`src/shared/ocd_pkg.sv`:
```
// constants for the converter output clock, loop and rate configuration block
package ocd_pkg;

  // serial frame: r/w bit, two count bits, 13-bit address, then one data byte
  localparam int unsigned ADDR_W      = 13;
  localparam int unsigned DATA_W      = 16;
  localparam logic [4:0]  HDR_LAST    = 5'h0f;
  localparam logic [4:0]  FRAME_LAST  = 5'h17;
  localparam logic [4:0]  FRAME_BITS  = 5'h18;

  // register offsets
  localparam logic [12:0] ADDR_CHAN   = 13'h0001;
  localparam logic [12:0] ADDR_RATE   = 13'h0002;
  localparam logic [12:0] ADDR_EDGE   = 13'h0004;
  localparam logic [12:0] ADDR_RAND   = 13'h0007;
  localparam logic [12:0] ADDR_CAL    = 13'h001e;
  localparam logic [12:0] ADDR_LOOP   = 13'h0052;

  // reset values, factory bits included
  localparam logic [7:0]  RST_CHAN    = 8'h0f;
  localparam logic [7:0]  RST_RATE    = 8'h00;
  localparam logic [7:0]  RST_EDGE    = 8'h9f;
  localparam logic [7:0]  RST_RAND    = 8'h62;
  localparam logic [7:0]  RST_CAL     = 8'h80;
  localparam logic [7:0]  RST_LOOP    = 8'h0a;

  // field positions
  localparam int unsigned IND_BIT     = 7;
  localparam int unsigned NCH_LSB     = 3;
  localparam int unsigned DRATE_LSB   = 4;
  localparam int unsigned SRATE_LSB   = 0;
  localparam int unsigned EDGE_BIT    = 7;
  localparam int unsigned POL_BIT     = 7;
  localparam int unsigned CALEN_BIT   = 6;
  localparam int unsigned RAND_BIT    = 0;
  localparam int unsigned DUTY_BIT    = 7;
  localparam int unsigned PHASE_LSB   = 4;
  localparam int unsigned LSEN_BIT    = 3;
  localparam int unsigned LEN_BIT     = 2;
  localparam int unsigned CLKEN_BIT   = 1;
  localparam int unsigned LRST_BIT    = 0;

  // rate codes
  localparam logic [3:0]  RATE_FULL   = 4'h0;
  localparam logic [3:0]  RATE_DIV_MAX = 4'h9;
  localparam logic [3:0]  RATE_ZERO_MIN = 4'hd;
  localparam logic [3:0]  STRB_FULL   = 4'hf;
  localparam logic [3:0]  STRB_NONE   = 4'h0;
  localparam logic [2:0]  NCH_EIGHT_CODE = 3'h0;
  localparam logic [3:0]  NCH_EIGHT   = 4'h8;

  // timing
  localparam int unsigned CLK_NS       = 10;
  localparam int unsigned LOOP_RST_NS  = 100;
  localparam logic [3:0]  LOOP_RST_CYC = 4'((LOOP_RST_NS + CLK_NS - 1) / CLK_NS);
  localparam logic [12:0] CAL_BASE_CYC = 13'h0010;
  localparam logic [12:0] CAL_STEP_CYC = 13'h0010;

endpackage

```
`src/core/ocd_config_top.sv`:
```
// converter output rate, word strobe, calibration delay and loop clock configuration
`timescale 1ns/1ps
// Contract
// RULE_01 - output strobe rate field takes effect only when independent divider enable is set
// RULE_02 - channel count codes 1 to 7 give that many inputs, 0 gives eight
// RULE_03 - data rate code 0 is full rate, codes 1 to 9 divide by 2 to 512
// RULE_04 - data rate codes 13, 14 and 15 drive all output data bits zero
// RULE_05 - host must not program data rate codes 10 to 12; outputs undefined
// RULE_06 - strobe rate: 0 and 10-14 no clock, 1-9 divide, 15 full rate
// RULE_07 - a no-clock strobe code leaves the output strobe pins static
// RULE_08 - host should realign data and strobe through the rate register when decimating
// RULE_09 - read data changes on falling serial clock edge if set, else rising
// RULE_10 - word strobe polarity bit set inverts the word strobe
// RULE_11 - randomizer bit set scrambles output data words, clear passes them
// RULE_12 - programmed calibration delay applies only when its enable bit is set
// RULE_13 - calibration start delay grows linearly with the eight-bit delay value
// RULE_14 - duty correction bit set turns on input clock duty correction
// RULE_15 - phase code times 45 degrees shifts the loop output strobe
// RULE_16 - phase selection honoured only with phase shift enabled and no decimation
// RULE_17 - loop strobe output enable clear stops the converter output while loop used
// RULE_18 - loop enable bit set turns on the phase-selecting loop
// RULE_19 - clock buffer enable clear stops internal clock and converter output
// RULE_20 - loop held in reset while its reset bit is 0; host writes 0 then 1
// RULE_21 - host keeps factory bits at their reset values when writing
// RULE_22 - leaving soft reset with the loop enabled resets the loop
// RULE_23 - every register reads back its last write and resets to its default
module ocd_config_top (
  // clock and reset
  input  wire logic                        i_clk_sys,
  input  wire logic                        i_resetn,
  // serial register port
  input  wire logic                        i_sclk,
  input  wire logic                        i_cs_n,
  input  wire logic                        i_sdi,
  output logic                             o_sdo,
  output logic                             o_sdo_oe,
  // converter data path
  input  wire logic                        i_sample_tick,
  input  wire logic [ocd_pkg::DATA_W-1:0]  i_conv_data,
  output logic      [ocd_pkg::DATA_W-1:0]  o_data,
  output logic                             o_data_valid,
  output logic                             o_word_strobe,
  output logic                             o_strobe_p,
  output logic                             o_strobe_n,
  // device state from outside this block
  input  wire logic                        i_soft_reset_n,
  input  wire logic                        i_phase_shift_enable,
  input  wire logic                        i_decimation_active,
  // channel and calibration
  output logic      [3:0]                  o_active_channels,
  output logic                             o_independent_divider,
  output logic                             o_cal_start,
  // loop and clock path
  output logic                             o_duty_correct_en,
  output logic      [2:0]                  o_phase_select,
  output logic                             o_loop_strobe_en,
  output logic                             o_loop_enable,
  output logic                             o_clk_buffer_en,
  output logic                             o_loop_reset_n
);
  import ocd_pkg::*;

  logic [7:0]        chan_r;
  logic [7:0]        rate_r;
  logic [7:0]        edge_r;
  logic [7:0]        rand_r;
  logic [7:0]        cal_r;
  logic [7:0]        loop_r;
  logic [ADDR_W-1:0] addr;
  logic              wr_en;
  logic [7:0]        wdata;
  logic [7:0]        rdata;
  logic              sr_q_r;
  logic              sr_rise;
  logic [3:0]        lrst_cnt_r;
  logic [12:0]       cal_cnt_r;
  logic              cal_busy_r;
  logic [12:0]       cal_delay;
  logic              indep;
  logic [2:0]        chan_code;
  logic [3:0]        data_code;
  logic [3:0]        strb_code;
  logic              data_zero;
  logic              out_allowed;
  logic [4:0]        data_dec;
  logic [4:0]        strb_dec;
  logic              data_tick;
  logic              strb_wave;

  // {run, log2}; codes above 9 stop the divider, code 0 runs it at full rate
  function automatic logic [4:0] div_decode(input logic [3:0] code);
    div_decode = (code <= RATE_DIV_MAX) ? {1'b1, code} : 5'h00;
  endfunction

  function automatic logic [7:0] rd_mux(input logic [ADDR_W-1:0] a);
    unique case (a)
      ADDR_CHAN: rd_mux = chan_r;
      ADDR_RATE: rd_mux = rate_r;
      ADDR_EDGE: rd_mux = edge_r;
      ADDR_RAND: rd_mux = rand_r;
      ADDR_CAL:  rd_mux = cal_r;
      ADDR_LOOP: rd_mux = loop_r;
      default:   rd_mux = 8'h00;
    endcase
  endfunction

  // cheap scrambler: the lsb flips all the other bits, so it undoes itself downstream
  function automatic logic [DATA_W-1:0] scramble(input logic [DATA_W-1:0] d);
    scramble = {d[DATA_W-1:1] ^ {(DATA_W-1){d[0]}}, d[0]};
  endfunction

  ocd_spi_slave u_spi (
    .i_clk_sys     (i_clk_sys),
    .i_resetn      (i_resetn),
    .i_sclk        (i_sclk),
    .i_cs_n        (i_cs_n),
    .i_sdi         (i_sdi),
    .o_sdo         (o_sdo),
    .o_sdo_oe      (o_sdo_oe),
    .i_out_on_fall (edge_r[EDGE_BIT]),
    .i_rdata       (rdata),
    .o_addr        (addr),
    .o_wr_en       (wr_en),
    .o_wdata       (wdata)
  );

  // RULE_23 readback mux
  assign rdata = rd_mux(addr);

  // RULE_23 register defaults
  always_ff @(posedge i_clk_sys or negedge i_resetn) begin
    if (!i_resetn) begin
      chan_r <= RST_CHAN;
      rate_r <= RST_RATE;
      edge_r <= RST_EDGE;
      rand_r <= RST_RAND;
      cal_r  <= RST_CAL;
      loop_r <= RST_LOOP;
    end else if (wr_en) begin
      unique case (addr)
        ADDR_CHAN: chan_r <= wdata;
        ADDR_RATE: rate_r <= wdata;
        ADDR_EDGE: edge_r <= wdata;
        ADDR_RAND: rand_r <= wdata;
        ADDR_CAL:  cal_r  <= wdata;
        ADDR_LOOP: loop_r <= wdata;
        default: ;
      endcase
    end
  end

  assign indep     = chan_r[IND_BIT];
  assign chan_code = chan_r[NCH_LSB +: 3];
  assign data_code = rate_r[DRATE_LSB +: 4];
  assign strb_code = rate_r[SRATE_LSB +: 4];
  // RULE_04 zero-data codes
  assign data_zero = data_code >= RATE_ZERO_MIN;

  // RULE_17 RULE_19 output gating
  assign out_allowed = loop_r[CLKEN_BIT] && i_soft_reset_n &&
                       !(loop_r[LEN_BIT] && !loop_r[LSEN_BIT]);

  // RULE_03 data divider; test codes 10-12 stop it, a safe reading of RULE_05
  assign data_dec = data_zero ? {1'b1, RATE_FULL} : div_decode(data_code);

  // RULE_01 RULE_06 strobe source select
  always_comb begin
    if (!indep) begin
      strb_dec = data_dec;
    end else if (strb_code == STRB_FULL) begin
      strb_dec = {1'b1, RATE_FULL};
    end else if (strb_code == STRB_NONE) begin
      strb_dec = 5'h00;
    end else begin
      strb_dec = div_decode(strb_code);
    end
  end

  ocd_rate_gen u_data_rate (
    .i_clk_sys (i_clk_sys),
    .i_resetn  (i_resetn),
    .i_run     (out_allowed && data_dec[4]),
    .i_log2    (data_dec[3:0]),
    .i_tick    (i_sample_tick),
    .o_tick    (data_tick),
    .o_wave    ()
  );

  ocd_rate_gen u_strb_rate (
    .i_clk_sys (i_clk_sys),
    .i_resetn  (i_resetn),
    .i_run     (out_allowed && strb_dec[4]),
    .i_log2    (strb_dec[3:0]),
    .i_tick    (i_sample_tick),
    .o_tick    (),
    .o_wave    (strb_wave)
  );

  // RULE_04 RULE_10 RULE_11 output word path
  always_ff @(posedge i_clk_sys or negedge i_resetn) begin
    if (!i_resetn) begin
      o_data        <= '0;
      o_data_valid  <= 1'b0;
      o_word_strobe <= 1'b0;
    end else begin
      o_data_valid  <= data_tick && out_allowed;
      o_word_strobe <= (data_tick && out_allowed) ^ rand_r[POL_BIT];
      if (data_tick && out_allowed) begin
        if (data_zero) begin
          o_data <= '0;
        end else if (rand_r[RAND_BIT]) begin
          o_data <= scramble(i_conv_data);
        end else begin
          o_data <= i_conv_data;
        end
      end
    end
  end

  // RULE_07 static strobe pins
  always_ff @(posedge i_clk_sys or negedge i_resetn) begin
    if (!i_resetn) begin
      o_strobe_p <= 1'b0;
      o_strobe_n <= 1'b1;
    end else begin
      o_strobe_p <= strb_wave;
      o_strobe_n <= ~strb_wave;
    end
  end

  // RULE_02 channel decode
  always_ff @(posedge i_clk_sys or negedge i_resetn) begin
    if (!i_resetn) begin
      o_active_channels     <= 4'h1;
      o_independent_divider <= 1'b0;
    end else begin
      o_active_channels     <= (chan_code == NCH_EIGHT_CODE) ? NCH_EIGHT : {1'b0, chan_code};
      o_independent_divider <= indep;
    end
  end

  // RULE_14 RULE_15 RULE_16 RULE_18 RULE_19 loop and clock path controls
  always_ff @(posedge i_clk_sys or negedge i_resetn) begin
    if (!i_resetn) begin
      o_duty_correct_en <= 1'b0;
      o_phase_select    <= 3'h0;
      o_loop_strobe_en  <= 1'b1;
      o_loop_enable     <= 1'b0;
      o_clk_buffer_en   <= 1'b1;
    end else begin
      o_duty_correct_en <= loop_r[DUTY_BIT];
      o_phase_select    <= (i_phase_shift_enable && !i_decimation_active) ? loop_r[PHASE_LSB +: 3] : 3'h0;
      o_loop_strobe_en  <= loop_r[LSEN_BIT];
      o_loop_enable     <= loop_r[LEN_BIT];
      o_clk_buffer_en   <= loop_r[CLKEN_BIT];
    end
  end

  // soft reset is a plain level from the mode register outside this block
  always_ff @(posedge i_clk_sys or negedge i_resetn) begin
    if (!i_resetn) begin
      sr_q_r <= 1'b1;
    end else begin
      sr_q_r <= i_soft_reset_n;
    end
  end

  assign sr_rise = i_soft_reset_n && !sr_q_r;

  // RULE_20 RULE_22 loop reset: the bit holds it, a soft reset exit with the loop enabled pulses it
  always_ff @(posedge i_clk_sys or negedge i_resetn) begin
    if (!i_resetn) begin
      lrst_cnt_r     <= 4'h0;
      o_loop_reset_n <= 1'b0;
    end else begin
      if (sr_rise && loop_r[LEN_BIT]) begin
        lrst_cnt_r <= LOOP_RST_CYC;
      end else if (lrst_cnt_r != 4'h0) begin
        lrst_cnt_r <= lrst_cnt_r - 4'h1;
      end
      o_loop_reset_n <= loop_r[LRST_BIT] && (lrst_cnt_r == 4'h0) && !(sr_rise && loop_r[LEN_BIT]);
    end
  end

  // RULE_12 RULE_13 linear start delay
  assign cal_delay = rand_r[CALEN_BIT] ? CAL_BASE_CYC + 13'(cal_r) * CAL_STEP_CYC : CAL_BASE_CYC;

  // a new soft reset exit restarts the wait rather than stacking a second start
  always_ff @(posedge i_clk_sys or negedge i_resetn) begin
    if (!i_resetn) begin
      cal_cnt_r   <= 13'h0000;
      cal_busy_r  <= 1'b0;
      o_cal_start <= 1'b0;
    end else begin
      o_cal_start <= 1'b0;
      if (sr_rise) begin
        cal_cnt_r  <= cal_delay;
        cal_busy_r <= 1'b1;
      end else if (cal_busy_r) begin
        if (cal_cnt_r == 13'h0000) begin
          cal_busy_r  <= 1'b0;
          o_cal_start <= 1'b1;
        end else begin
          cal_cnt_r <= cal_cnt_r - 13'h0001;
        end
      end
    end
  end
endmodule // ocd_config_top

```
`src/core/ocd_rate_gen.sv`:
```
// divides the sample tick by a power of two and makes a word tick and a strobe wave
`timescale 1ns/1ps
module ocd_rate_gen (
  // clock and reset
  input  wire logic       i_clk_sys,
  input  wire logic       i_resetn,
  // control
  input  wire logic       i_run,
  input  wire logic [3:0] i_log2,
  input  wire logic       i_tick,
  // results
  output logic            o_tick,
  output logic            o_wave
);

  logic [8:0] cnt_r;
  logic [8:0] lim;

  assign lim = 9'((10'h001 << i_log2) - 10'h001);

  always_ff @(posedge i_clk_sys or negedge i_resetn) begin
    if (!i_resetn) begin
      cnt_r <= 9'h000;
    end else if (!i_run) begin
      cnt_r <= 9'h000;
    end else if (i_tick) begin
      cnt_r <= (cnt_r >= lim) ? 9'h000 : cnt_r + 9'h001;
    end
  end

  // the wave toggles once per output word, so it idles low when stopped
  always_ff @(posedge i_clk_sys or negedge i_resetn) begin
    if (!i_resetn) begin
      o_tick <= 1'b0;
      o_wave <= 1'b0;
    end else begin
      o_tick <= i_run && i_tick && (cnt_r >= lim);
      if (!i_run) begin
        o_wave <= 1'b0;
      end else if (i_tick && (cnt_r >= lim)) begin
        o_wave <= ~o_wave;
      end
    end
  end

endmodule // ocd_rate_gen

```
`src/core/ocd_spi_slave.sv`:
```
// serial register port: 16-bit header, one data byte, read data on a chosen edge
`timescale 1ns/1ps
module ocd_spi_slave (
  // clock and reset
  input  wire logic                        i_clk_sys,
  input  wire logic                        i_resetn,
  // serial pins
  input  wire logic                        i_sclk,
  input  wire logic                        i_cs_n,
  input  wire logic                        i_sdi,
  output logic                             o_sdo,
  output logic                             o_sdo_oe,
  // register side
  input  wire logic                        i_out_on_fall,
  input  wire logic [7:0]                  i_rdata,
  output logic      [ocd_pkg::ADDR_W-1:0]  o_addr,
  output logic                             o_wr_en,
  output logic      [7:0]                  o_wdata
);
  import ocd_pkg::*;

  logic       sclk_q_r;
  logic [4:0] cnt_r;
  logic [14:0] sh_r;
  logic       rd_r;
  logic       data_ph_r;
  logic       load_r;
  logic [7:0] tx_r;
  logic       rise;
  logic       fall;
  logic       out_edge;

  assign rise     = i_sclk && !sclk_q_r;
  assign fall     = !i_sclk && sclk_q_r;
  // RULE_09 edge select
  assign out_edge = i_out_on_fall ? fall : rise;

  always_ff @(posedge i_clk_sys or negedge i_resetn) begin
    if (!i_resetn) begin
      sclk_q_r <= 1'b0;
    end else begin
      sclk_q_r <= i_sclk;
    end
  end

  // bits past the frame are ignored; the counter parks at the frame length
  always_ff @(posedge i_clk_sys or negedge i_resetn) begin
    if (!i_resetn) begin
      cnt_r     <= 5'h00;
      sh_r      <= 15'h0000;
      rd_r      <= 1'b0;
      data_ph_r <= 1'b0;
      load_r    <= 1'b0;
      o_addr    <= '0;
      o_wr_en   <= 1'b0;
      o_wdata   <= 8'h00;
    end else begin
      load_r  <= 1'b0;
      o_wr_en <= 1'b0;
      if (i_cs_n) begin
        cnt_r     <= 5'h00;
        rd_r      <= 1'b0;
        data_ph_r <= 1'b0;
      end else if (rise && (cnt_r != FRAME_BITS)) begin
        sh_r  <= {sh_r[13:0], i_sdi};
        cnt_r <= cnt_r + 5'h01;
        if (cnt_r == HDR_LAST) begin
          o_addr    <= {sh_r[11:0], i_sdi};
          rd_r      <= sh_r[14];
          data_ph_r <= 1'b1;
          load_r    <= 1'b1;
        end
        if ((cnt_r == FRAME_LAST) && !rd_r) begin
          o_wr_en <= 1'b1;
          o_wdata <= {sh_r[6:0], i_sdi};
        end
      end
    end
  end

  always_ff @(posedge i_clk_sys or negedge i_resetn) begin
    if (!i_resetn) begin
      tx_r     <= 8'h00;
      o_sdo    <= 1'b0;
      o_sdo_oe <= 1'b0;
    end else if (i_cs_n) begin
      o_sdo    <= 1'b0;
      o_sdo_oe <= 1'b0;
    end else if (load_r) begin
      tx_r <= i_rdata;
    // RULE_09 shift on edge
    end else if (out_edge && data_ph_r && rd_r) begin
      o_sdo    <= tx_r[7];
      tx_r     <= {tx_r[6:0], 1'b0};
      o_sdo_oe <= 1'b1;
    end
  end
endmodule // ocd_spi_slave

```
`config.mk`:
```
export PLATFORM = sky130hd
export DESIGN_NAME = ocd_config_top
export DESIGN_NICKNAME = d
export VERILOG_FILES = /design/src/shared/ocd_pkg.sv /design/src/core/ocd_config_top.sv /design/src/core/ocd_rate_gen.sv /design/src/core/ocd_spi_slave.sv
export SDC_FILE = /design/constraint.sdc
export NUM_CORES = 1
export LEC_CHECK = 0
export BUFFER_PORTS_ARGS = -buffer_cell sky130_fd_sc_hd__buf_4
export CAP_MARGIN = 30
export CORE_UTILIZATION = 58
export DETAILED_ROUTE_END_ITERATION = 10
export PLACE_DENSITY = 0.77
export SLEW_MARGIN = 20
export SYNTH_ARGS = -nofsm -noshare
export SYNTH_HDL_FRONTEND = slang
export SYNTH_HIERARCHICAL = 1
export SYNTH_SLANG_ARGS = --single-unit
```
`constraint.sdc`:
```
create_clock -name i_clk_sys -period 4.68 [get_ports i_clk_sys]
set_input_delay 0 -clock i_clk_sys [delete_from_list [all_inputs] [get_ports i_clk_sys]]
set_output_delay 0 -clock i_clk_sys [all_outputs]
set_load 0.005 [all_outputs]
```
After elaboration in Yosys (flattened, before gate mapping)
Index checks and enable logic that the tools add are counted.
{"block": "totals", "out_inout_bits": 36, "reg_bits": 177}
{"block": "classes", "n_mux": 54, "shift": 2, "eq_ne": 15, "add_sub_neg": 8, "reduce_logical": 52, "n_bitwise": 4, "magnitude_cmp": 5}
{"cell": "$mux 9", "n": 6}
{"cell": "$mux 13", "n": 4}
{"cell": "$pmux 8 s6", "n": 1}
{"cell": "$mux 5", "n": 8}
{"cell": "$mux 16", "n": 2}
{"cell": "$mux 1", "n": 27}
{"cell": "$eq 13x3->1 const B", "n": 2}
{"cell": "$reduce_and 2->1", "n": 11}
{"cell": "$logic_and 1x1->1", "n": 20}
{"cell": "$add 9x1->9 const B", "n": 2}
{"cell": "$ge 9x9->1", "n": 2}
{"cell": "$shl 1x4->9 const A", "n": 2}
{"cell": "$sub 9x1->9 const B", "n": 2}
{"cell": "$mux 8", "n": 2}
{"cell": "$xor 15x15->15", "n": 1}
{"cell": "$add 5x12->13 const A", "n": 1}
{"cell": "$eq 13x1->1 const B", "n": 1}
{"cell": "$eq 13x2->1 const B", "n": 1}
{"cell": "$eq 13x5->1 const B", "n": 1}
{"cell": "$eq 13x7->1 const B", "n": 1}
{"cell": "$logic_not 13->1", "n": 1}
{"cell": "$sub 13x1->13 const B", "n": 1}
{"cell": "$mux 4", "n": 3}
{"cell": "$reduce_bool 2->1", "n": 6}
{"cell": "17 further kinds", "n": 32}

Logic depth before layout (Yosys ltp)
Gate-level depths: netlist of the first run.
{"block": "logic_depth", "depth_word": 11, "ltp_mapped": 19}

By module
Netlist of the first run, hierarchy kept.
{"mod": "ocd_config_top", "area_per_inst_um2": 4963.5, "instances": 1, "cells_each": 437, "seq_area_each_um2": 2553.7}
{"mod": "ocd_spi_slave", "area_per_inst_um2": 2314.7, "instances": 1, "cells_each": 167, "seq_area_each_um2": 1401.3}
{"mod": "ocd_rate_gen", "area_per_inst_um2": 1044.8, "instances": 2, "cells_each": 128, "seq_area_each_um2": 275.3}

Worst setup path after synthesis of the first run
No wires, ideal clock.
{"block": "synth_path", "path_kind": "reg-to-reg", "from": "register chan_r[7]", "to": "register u_strb_rate.cnt_r[1]", "arrival_ps": 3280, "path_buffers": 4, "slack_ps": 1323, "setup_ps": 78, "path_stages_with_launch": 18, "path_cell_list": "dfrtp_1 > clkbuf_1 > mux2_2 > clkbuf_1 > nor3_1 > nand2_1 > ha_1 > clkbuf_1 > nor3_1 > a21oi_1 > o21a_1 > ha_1 > a21oi_1 > nor2_1 > a211oi_2 > clkbuf_8 > nand4_1 > a21boi_1"}
{"block": "synth_via", "elab_chain_len": 7}
{"element": "start, declared", "line": "ocd_config_top.sv:63", "source": "logic [7:0] chan_r;"}
{"element": "start signal, assigned", "line": "ocd_config_top.sv:141", "source": "ADDR_CHAN: chan_r <= wdata;"}
{"element": "$mux 5", "line": "ocd_config_top.sv:168", "source": "if (!indep) begin"}
{"element": "via strb_dec[1]", "line": "ocd_config_top.sv:86", "source": "logic [4:0] strb_dec;"}
{"element": "$shl 1x4->9", "line": "ocd_rate_gen.sv:19", "source": "assign lim = 9'((10'h001 << i_log2) - 10'h001);"}
{"element": "$sub 9x1->9", "line": "ocd_rate_gen.sv:19"}
{"element": "$ge 9x9->1", "line": "ocd_rate_gen.sv:27", "source": "cnt_r <= (cnt_r >= lim) ? 9'h000 : cnt_r + 9'h001;"}
{"element": "$mux 9", "line": "ocd_rate_gen.sv:27"}
{"element": "$mux 9", "line": "ocd_rate_gen.sv:26", "source": "end else if (i_tick) begin"}
{"element": "$mux 9", "line": "ocd_rate_gen.sv:24", "source": "end else if (!i_run) begin"}
{"element": "end signal, assigned", "line": "ocd_rate_gen.sv:27"}
{"element": "end, declared", "line": "ocd_rate_gen.sv:16", "source": "logic [8:0] cnt_r;"}
The timed path passes the listed nets, and every way through them passes these cells. The select of a mux whose other input is x is not followed.
A chain may end at the register's enable or synchronous reset.

Worst setup path after layout of the first run
{"block": "layout_path", "from": "register rate_r[7]", "to": "register u_strb_rate.cnt_r[0]"}
{"block": "layout_via", "elab_chain_len": 10}
{"element": "start, declared", "line": "ocd_config_top.sv:64", "source": "logic [7:0] rate_r;"}
{"element": "start signal, assigned", "line": "ocd_config_top.sv:142", "source": "ADDR_RATE: rate_r <= wdata;"}
{"element": "$le 4x4->1", "line": "ocd_config_top.sv:92", "source": "div_decode = (code <= RATE_DIV_MAX) ? {1'b1, code} : 5'h00;"}
{"element": "$mux 5", "line": "ocd_config_top.sv:92"}
{"element": "$mux 5 *", "line": "ocd_config_top.sv:164", "source": "assign data_dec = data_zero ? {1'b1, RATE_FULL} : div_decode(data_code);"}
{"element": "via data_dec[3]", "line": "ocd_config_top.sv:85", "source": "logic [4:0] data_dec;"}
{"element": "$mux 5 *", "line": "ocd_config_top.sv:168"}
{"element": "via strb_dec[3]", "line": "ocd_config_top.sv:86"}
{"element": "$shl 1x4->9 *", "line": "ocd_rate_gen.sv:19"}
{"element": "$sub 9x1->9 *", "line": "ocd_rate_gen.sv:19"}
{"element": "$ge 9x9->1 *", "line": "ocd_rate_gen.sv:27"}
{"element": "$mux 9 *", "line": "ocd_rate_gen.sv:27"}
{"element": "$mux 9 *", "line": "ocd_rate_gen.sv:26"}
{"element": "$mux 9 *", "line": "ocd_rate_gen.sv:24"}
The timed path passes the listed nets; every way through them passes the cells marked *. The select of a mux whose other input is x is not followed.

==> flow_metrics.tcl, run 1 <==
set metrics [dict create \
    slew_violations 0 \
    fin_worst_skew_ps 9.23 \
    port_buffers 60 \
    yosysWarnings 6 \
    dp_cells 1085 \
    drtIter0Drc 404 \
    status "completed" \
    initial_core_util_pct 60.2 \
    stdcell_count 1142 \
    cap_violations 0 \
    ant_nets 0 \
    path_max_fanout 12 \
    cts_tree "done" \
    syn-cell-area_sq_mm 0.00929 \
    wl_met3_um 999 \
    fill_cells 1140 \
    routabilityCongestion 0.868 \
    die_w_um 129 \
    dieHeight_um 129 \
    grt_max_degree 84 \
    min_period_over_period_pct 85.3 \
    h-tree-depth 4 \
    vias 6834 \
    slowest_delay_ps 610 \
    rsz0062_at_grt "no" \
    tightest_slew_ps 851 \
    area.sequential_sq_mm 0.00446 \
    vias_per_cell 5.98 \
    antenna_found_initial 0 \
    post-layout-total-power_mw 3.49 \
    crit_slowest_cell "a211oi_2" \
    dieArea_sq_mm 0.0165 \
    path_clk_slew_ps 70 \
    io_pins 61 \
    postCtsSetupRepairBufs 0 \
    routed-wl-met2_um 10100 \
    core_area_sq_mm 0.0154 \
    route.detailed.drc 0 \
    diodes 0 \
    wl_met1_um 9100 \
    setup_violations 0 \
    syn-num-nets 909 \
    synthToLayoutAreaGrowth_pct 14.8 \
    clock-sinks 177 \
    avgSynthCellArea_sq_um 10.9 \
    finalNetCount 973 \
    power_density_mw_per_mm2 327 \
    top_layer "met4" \
    cp-end-kind "flop" \
    min_period_ps 3990 \
    drive_gt1_share_pct 25.2 \
    wl_um 20700 \
    vdd_drop_max_v 0.000237 \
    min_path_type "input pin to asynchronous set/reset pin" \
    synth_cells 854 \
    max-slew-margin-rel_pct 42.9 \
    finalHoldViolCount 0 \
    grt_pass1_wl_um 33800 \
    multi_input_area_sq_mm 0.00450 \
    drtPass1Iterations 6 \
    grt_pass1_vias 6811 \
    clockRootBuffer "clkbuf_16" \
    clk_path_buf_depth 2 \
    rows 45 \
    dpl.hpwl_um 14100 \
    setup.worst_path.class "flop to flop" \
    clk_latency_ps 430 \
    grt_overflow_total 0 \
    wl_per_cell_um 18.1 \
    p_leak_nw 4.95 \
    startpoint_type "flop" \
    critPathRequiredTime_ps 5050 \
    final_area_sq_mm 0.0107 \
    crit_arrival_ps 4360 \
    place_area_sq_mm 0.00982 \
    grtUsageTotal_pct 26.4 \
    setup_tns_ps 0 \
    path_cells "nor3b_1 > buf_4 > mux2_2 > nor3_1 > nand2_1 > ha_1 > nor3_1 > a21oi_1 > o21a_1 > ha_1 > a21oi_1 > nor2_1 > a211oi_2 > and4_1 > o21a_1" \
    fmaxAchievable_ghz 0.250 \
    cts_buffers 17 \
]
-- final timing paths --
path,start,slack [ps],cells past startpoint,end
max in group asynchronous,i_resetn,3270,3,u_data_rate/cnt_r[8]
min,i_resetn,170,2,cal_cnt_r[3]
min in group i_clk_sys,i_sclk,230,2,u_spi/sclk_q_r
min reg2reg,chan_r[3],390,0,o_active_channels[0]
max reg2reg,rate_r[7],690,15,u_strb_rate/cnt_r[0]
max,rate_r[7],690,15,u_strb_rate/cnt_r[0]
-- final cells by class --
cell class                      instances  share of cell area, %
Multi-Input combinational cell        604                   42.2
Clock buffer                           20                   4.09
Clock inverter                         12                   1.49
Sequential cell                       177                   41.8
Inverter                               27                  0.950
Timing Repair Buffer                   91                   7.04
Tap cell                              211                   2.47
-- placed cells by master, fill, tap and decap left out, types with 7 or more instances in the layout --
master and count:
nor4_1 7, and3_1 22, mux2_2 78, a22o_1 10, buf_4 65, o22ai_1 11, dfrtp_1 156, ha_1 30
nor3_1 12, nand3_1 23, a22oi_1 7, dlygate4sd3_1 24, nor2b_1 11, clkbuf_16 17, inv_1 26, and4b_1 10
xor2_1 20, nand4_1 24, and2_1 8, a21oi_1 34, mux2_4 8, nand2_1 70, xnor2_1 16, o21ai_0 36
nor2_1 49, dfstp_2 21, mux2i_1 11, o211ai_1 7
-- where the power goes --
part,internal (mW),switching (mW),leakage [nW]
registers,1.61,0.0881,2.36
clock network,0.843,0.594,0.285
logic,0.168,0.189,2.31
total,2.62,0.871,4.95
-- metrics by stage --
stage / hold WS, ps / util (%) / worst slack [ps]
floorplan: -296 / - / 1320
global placement: 93.0 / 63.6 / 1050
detailed placement: 113 / 63.7 / 790
CTS: 220 / 69.1 / 779
global route: 240 / 69.2 / 351
finish: 169 / 69.2 / 688
-- per-layer routing --
| metal | GRT usage, % | vias up |
|---|---|---|
| met5 | 0 | - |
| met4 | 10.0 | 0 |
| met3 | 5.78 | 29 |
| met2 | 43.9 | 181 |
| met1 | 33.8 | 3392 |
| li1 | - | 3232 |
-- what timing repair did --
item                                   CTS  global route
endpoints found under the hold margin  113             0
hold buffers                            24             0
resized for setup                        0             0
-- worst max-delay path: cells and delay by family, from the launching register on --
family,cells,cell delay (ps)
buf+inv,1,170
flops,1,470
fa+ha+maj,2,650
simple gates,6,1150
mux,1,340
compound gates,5,1140
-- sequential cells by signal, summed over array words and instances (netlist names), 9 cells and up --
register	count
o_data	16
u_spi/sh_r	15
cal_cnt_r	13
u_spi/o_addr	13
u_data_rate/cnt_r	9
u_strb_rate/cnt_r	9
(Power assumes the default switching activity.)
==> inputs of run 2 (changes only) <==
Settings changed: PLACE_DENSITY 0.77 to 0.84.
==> flow_metrics.tcl, run 2 (same netlist as run 1, synthesis figures left out) <==
set metrics [dict create \
    status "completed" \
    max-slew-margin-rel_pct 39.3 \
    global_route.usage.met2_pct 43.7 \
    finalNetCount 972 \
    cp_top_family "compound AO/OA/AOI/OAI gates" \
    power_density_mw_per_mm2 329 \
    drive_gt1_share_pct 25.3 \
    ant_nets 0 \
    diodes 0 \
    cap_violations 0 \
    fill_cells 1088 \
    fin_worst_skew_ps 11.1 \
    path_max_fanout 12 \
    rsz0062_at_grt "no" \
    r2r-end "u_strb_rate/cnt_r[8]" \
    fin_hold_ws_ps 18.7 \
    route.detailed.drc 0 \
    reg_top3 "o_data (16), u_spi/sh_r (15)" \
    top_register "o_data" \
    vias_per_cell 6.01 \
    crit_slowest_cell "a211oi_2" \
    clock-sinks 177 \
    min_period_over_period_pct 84.1 \
    die_w_um 129 \
    path_cells "nor3b_1 > buf_4 > mux2_2 > nor3_1 > nand2_1 > ha_1 > nor3_1 > a21oi_1 > o21a_1 > ha_1 > a21oi_1 > nor2_1 > a211oi_2 > nand2_1 > o221ai_1" \
    grt_overflow_total 0 \
    tightest_slew_ps 906 \
    p_leak_nw 4.94 \
    grt_pass1_wl_um 33300 \
    cts_buffers 17 \
    cp-end-kind "flop" \
    cts_tree "done" \
    cp-startpoint "rate_r[7]" \
    synthToLayoutAreaGrowth_pct 14.7 \
    busiest_layer "met2" \
    io_pins 61 \
    clk_latency_ps 440 \
    clk_path_buf_depth 2 \
    largest_reg_flops 16 \
    layout_commonest_cell "dfrtp_1" \
    min_path_type "input pin to flop" \
    endpoint "u_strb_rate/cnt_r[8]" \
    multi_input_area_sq_mm 0.00450 \
    core_area_sq_mm 0.0154 \
    reg2reg_from "rate_r[7]" \
    layout_common_cells "dfrtp_1 (156), mux2_2 (78), nand2_1 (70)" \
    setup_violations 0 \
    crit_buf_inv 1 \
    area.sequential_sq_mm 0.00446 \
    antenna_found_initial 0 \
    setup.worst_path.class "flop to flop" \
    grtUsageMet1_pct 32.5 \
    startpoint_type "flop" \
    dieHeight_um 129 \
    grt_max_degree 93 \
    path_clk_slew_ps 60 \
    slowest_delay_ps 650 \
    h-tree-depth 4 \
    min_period_ps 3930 \
    fmaxAchievable_ghz 0.254 \
    setup_tns_ps 0 \
    rows 45 \
    grtUsageMet3_pct 6.28 \
    vias 6853 \
    cp.depth 15 \
    dpl.hpwl_um 13400 \
    critPathRequiredTime_ps 5020 \
    routabilityCongestion 0.887 \
    finalHoldViolCount 0 \
    wl_per_cell_um 17.9 \
    grt_pass1_vias 6711 \
    reg2reg_depth 15 \
    drtPass1Iterations 5 \
    slew_violations 0 \
    initial_core_util_pct 60.2 \
    rrSetupSlack_ps 750 \
    grtUsageTotal_pct 26.0 \
    dieArea_sq_mm 0.0165 \
    postCtsSetupRepairBufs 0 \
    wl_um 20500 \
    crit_arrival_ps 4270 \
    vdd_drop_max_v 0.000251 \
    port_buffers 60 \
    clockRootBuffer "clkbuf_16" \
    drtIter0Drc 507 \
]
-- run 2: changes by cell type in the layout (fill, tap and decap cells not counted), sizes merged --
cell / previous run / this run
buf: 67 / 68
clkbuf: 20 / 21
clkinv: 6 / 3
clkinvlp: 2 / 4
dlygate4sd3: 24 / 22
-- run 2: layout make-up --
cell class,instances,share of cell area [%]
Timing Repair Buffer,90,6.89
Multi-Input combinational cell,604,42.2
Inverter,27,0.951
Clock buffer,21,4.23
Tap cell,211,2.48
Clock inverter,11,1.46
Sequential cell,177,41.8
-- run 2: how the worst min path moves through the flow --
stage,start,end,slack (ps),depth (start not counted)
floorplan,i_resetn,cal_busy_r,-300,0
global placement,i_resetn,cal_cnt_r[3],120,1
detailed placement,i_resetn,cal_cnt_r[2],130,1
CTS,i_sample_tick,u_data_rate/cnt_r[1],7,3
global route,i_sample_tick,u_data_rate/cnt_r[1],30,3
finish,i_sample_tick,u_strb_rate/cnt_r[6],20,2
-- run 2: timing repair --
item / CTS / global route
hold buffers: 22 / 0
resized for setup: 0 / 0
hold endpoints to repair: 118 / 0
-- run 2: report_power, final --
| group | switching (mW) | total (mW) | leakage (nW) | internal (mW) |
|---|---|---|---|---|
| Clock | 0.594 | 1.45 | 0.281 | 0.859 |
| Sequential | 0.0904 | 1.70 | 2.36 | 1.61 |
| Combinational | 0.189 | 0.356 | 2.30 | 0.167 |
| Total | 0.873 | 3.51 | 4.94 | 2.64 |
-- run 2: worst register-to-register path: stages, from the launching register on --
cell and delay, ps:
dfrtp_1 450, nor3b_1 170, buf_4 170, mux2_2 340, nor3_1 200, nand2_1 90
ha_1 360, nor3_1 250, a21oi_1 60, o21a_1 200, ha_1 300, a21oi_1 140
nor2_1 80, a211oi_2 650, nand2_1 180, o221ai_1 200
-- run 2: stage by stage --
step	instance area, sq um	utilization (%)	power, mW	cells	worst slack [ps]
after global routing	10700	69.1	3.64	1141	261
after floorplan	9290	-	1.95	854	1320
after CTS	10700	69.1	3.53	1140	824
final	10700	69.1	3.51	1141	746
after detailed placement	9830	63.7	2.06	1086	845
after global placement	9820	63.6	2.05	1085	1020
-- run 2: per-layer routing --
metal	vias up	share of wire, %
met4	0	2.8
met1	3383	43
li1	3223	-
met5	-	0
met3	38	5.4
met2	209	49
==> inputs of run 3 (changes only) <==
Settings changed: CORE_UTILIZATION 58 to 55, PLACE_DENSITY 0.84 to 0.83.
Clock period 4.68 ns to 3.6 ns, I/O delays scaled along.
==> flow_metrics.tcl, run 3 (same netlist as run 1, synthesis figures left out) <==
set metrics [dict create \
    cts_buffers 17 \
    wl_um 21000 \
    setup_tns_ps 0 \
    power_density_mw_per_mm2 440 \
    path_max_fanout 12 \
    layout_commonest_cell "dfrtp_1" \
    setup_violations 0 \
    fmaxAchievable_ghz 0.289 \
    path_clk_slew_ps 70 \
    clk_path_buf_depth 2 \
    p_sw_share_pct 24.9 \
    vias_per_cell 6.00 \
    min_path_type "input pin to flop" \
    drive_gt1_share_pct 26.5 \
    reg_top3 "o_data (16), u_spi/sh_r (15)" \
    grt_max_degree 110 \
    cts_tree "done" \
    clock-sinks 177 \
    cp_top_family "simple AND/OR/NAND/NOR gates" \
    layout_common_cells "dfrtp_1 (156), mux2_2 (77), buf_4 (73)" \
    initial_core_util_pct 56.2 \
    setup.worst_path.class "flop to flop" \
    fin_hold_ws_ps 2.95 \
    grt_pass1_wl_um 34200 \
    routabilityCongestion 0.837 \
    grt_overflow_total 0 \
    critPathRequiredTime_ps 3930 \
    rows 47 \
    status "completed" \
    cp.depth 13 \
    vias 6949 \
    holdPathStages 3 \
    crit_arrival_ps 3790 \
    core_area_sq_mm 0.0165 \
    min_period_ps 3460 \
    port_buffers 60 \
    finalHoldViolCount 0 \
    ant_nets 0 \
    crit_slowest_cell "dfrtp_1" \
    rrSetupSlack_ps 140 \
    reg2reg_depth 13 \
    synthToLayoutAreaGrowth_pct 16.7 \
    intPower_mw 3.58 \
    fin_worst_skew_ps 12.7 \
    clock_power_share_pct 43.7 \
    vdd_drop_max_v 0.000353 \
    place_ws_ps 94.5 \
    dieArea_sq_mm 0.0174 \
    wl_per_cell_um 18.1 \
    clockRootBuffer "clkbuf_16" \
    reg2reg_from "rate_r[6]" \
    tightest_slew_ps 883 \
    h-tree-depth 4 \
    min_to "o_phase_select[1]" \
    top_register "o_data" \
    drtIter0Drc 485 \
    r2r-end "u_strb_rate/cnt_r[0]" \
    dpl.hpwl_um 13400 \
    antenna_found_initial 0 \
    min_period_over_period_pct 96.2 \
    die_w_um 132 \
    fill_cells 1199 \
    clk_latency_ps 440 \
    startpoint_type "flop" \
    max-slew-margin-rel_pct 41.1 \
    drtPass1Iterations 5 \
    switching_power_mw 1.19 \
    io_pins 61 \
    fin_ws_ps 138 \
    dieHeight_um 132 \
    grtUsageTotal_pct 24.9 \
    worstHoldStart "i_phase_shift_enable" \
    seqPwrFrac_pct 46.4 \
    cp-end-kind "flop" \
    crit_buf_inv 0 \
    power_frac_comb_pct 9.8 \
    route.detailed.drc 0 \
    cap_violations 0 \
    slowest_delay_ps 450 \
    diodes 0 \
    post-layout-total-power_mw 4.77 \
    p_leak_nw 5.03 \
    path_cells "nor2b_2 > mux2_2 > nor3_2 > nand2_1 > ha_2 > nor4_2 > a21o_1 > a21oi_1 > ha_1 > nand3_1 > a31o_4 > and4_1 > o21a_1" \
    largest_reg_flops 16 \
    slew_violations 0 \
    finalNetCount 980 \
    grt_pass1_vias 6803 \
]
## run 3: cell count changes in the layout (fill, tap and decap cells not counted), moves of 2 or more
cell,change
nor2b_1,-2
nor2b_2,+2
clkbuf_1,-2
bufinv_16,+2
clkinvlp_4,-2
inv_8,+2
buf_4,+6
## run 3: area by class of cell
cell class | count | area, sq um | share of cell area (%)
tap | 220 | 275 | 2.54
timing repair buffer | 98 | 812 | 7.49
clock buffer | 19 | 443 | 4.09
multi-input combinational | 604 | 4530 | 41.8
sequential | 177 | 4460 | 41.1
clock inverter | 13 | 223 | 2.05
inverter | 27 | 101 | 0.935
## run 3: layer usage
layer,routed length (um),part of all wire [%],track usage [%]
met1,9090,43,32.7
met2,10100,48,39.8
met3,1050,5.0,4.38
met4,694,3.3,12.5
met5,0,0,0
## run 3: how the worst max path moves through the flow
stage	start	end	slack [ps]
final	rate_r[6]	u_strb_rate/cnt_r[0]	140
after global routing	rate_r[5]	u_strb_rate/cnt_r[0]	-40
after CTS	rate_r[5]	u_strb_rate/cnt_r[0]	10
after detailed placement	rate_r[5]	u_strb_rate/cnt_r[0]	90
after global placement	rate_r[7]	u_strb_rate/cnt_r[0]	270
after floorplan	chan_r[7]	u_strb_rate/cnt_r[1]	240
## run 3: power by group through the flow
stage | logic, mW | clock network (mW) | registers (mW)
after CTS | 0.472 | 2.11 | 2.21
after floorplan | 0.331 | 0 | 2.20
final | 0.469 | 2.08 | 2.21
after global routing | 0.529 | 2.19 | 2.22
after global placement | 0.428 | 0 | 2.24
after detailed placement | 0.447 | 0 | 2.24
## run 3: timing repair
action / 4_1_cts / 5_1_grt
endpoints found under the setup margin: 2 / 10
hold endpoints to repair: 130 / 0
hold buffers: 23 / 0
setup buffers: 0 / 0
gates resized for setup: 2 / 5
## run 3: through the flow
stage,util (%),std cells,area (sq um)
global route,65.6,1158,10800
CTS,65.5,1158,10800
finish,65.6,1158,10800
floorplan,-,854,9290
global placement,60.0,1103,9910
detailed placement,60.0,1103,9910
## run 3: worst min-delay path, stage by stage
cell,delay [ps]
buf_4,110
nor2b_1,140
and2_1,150
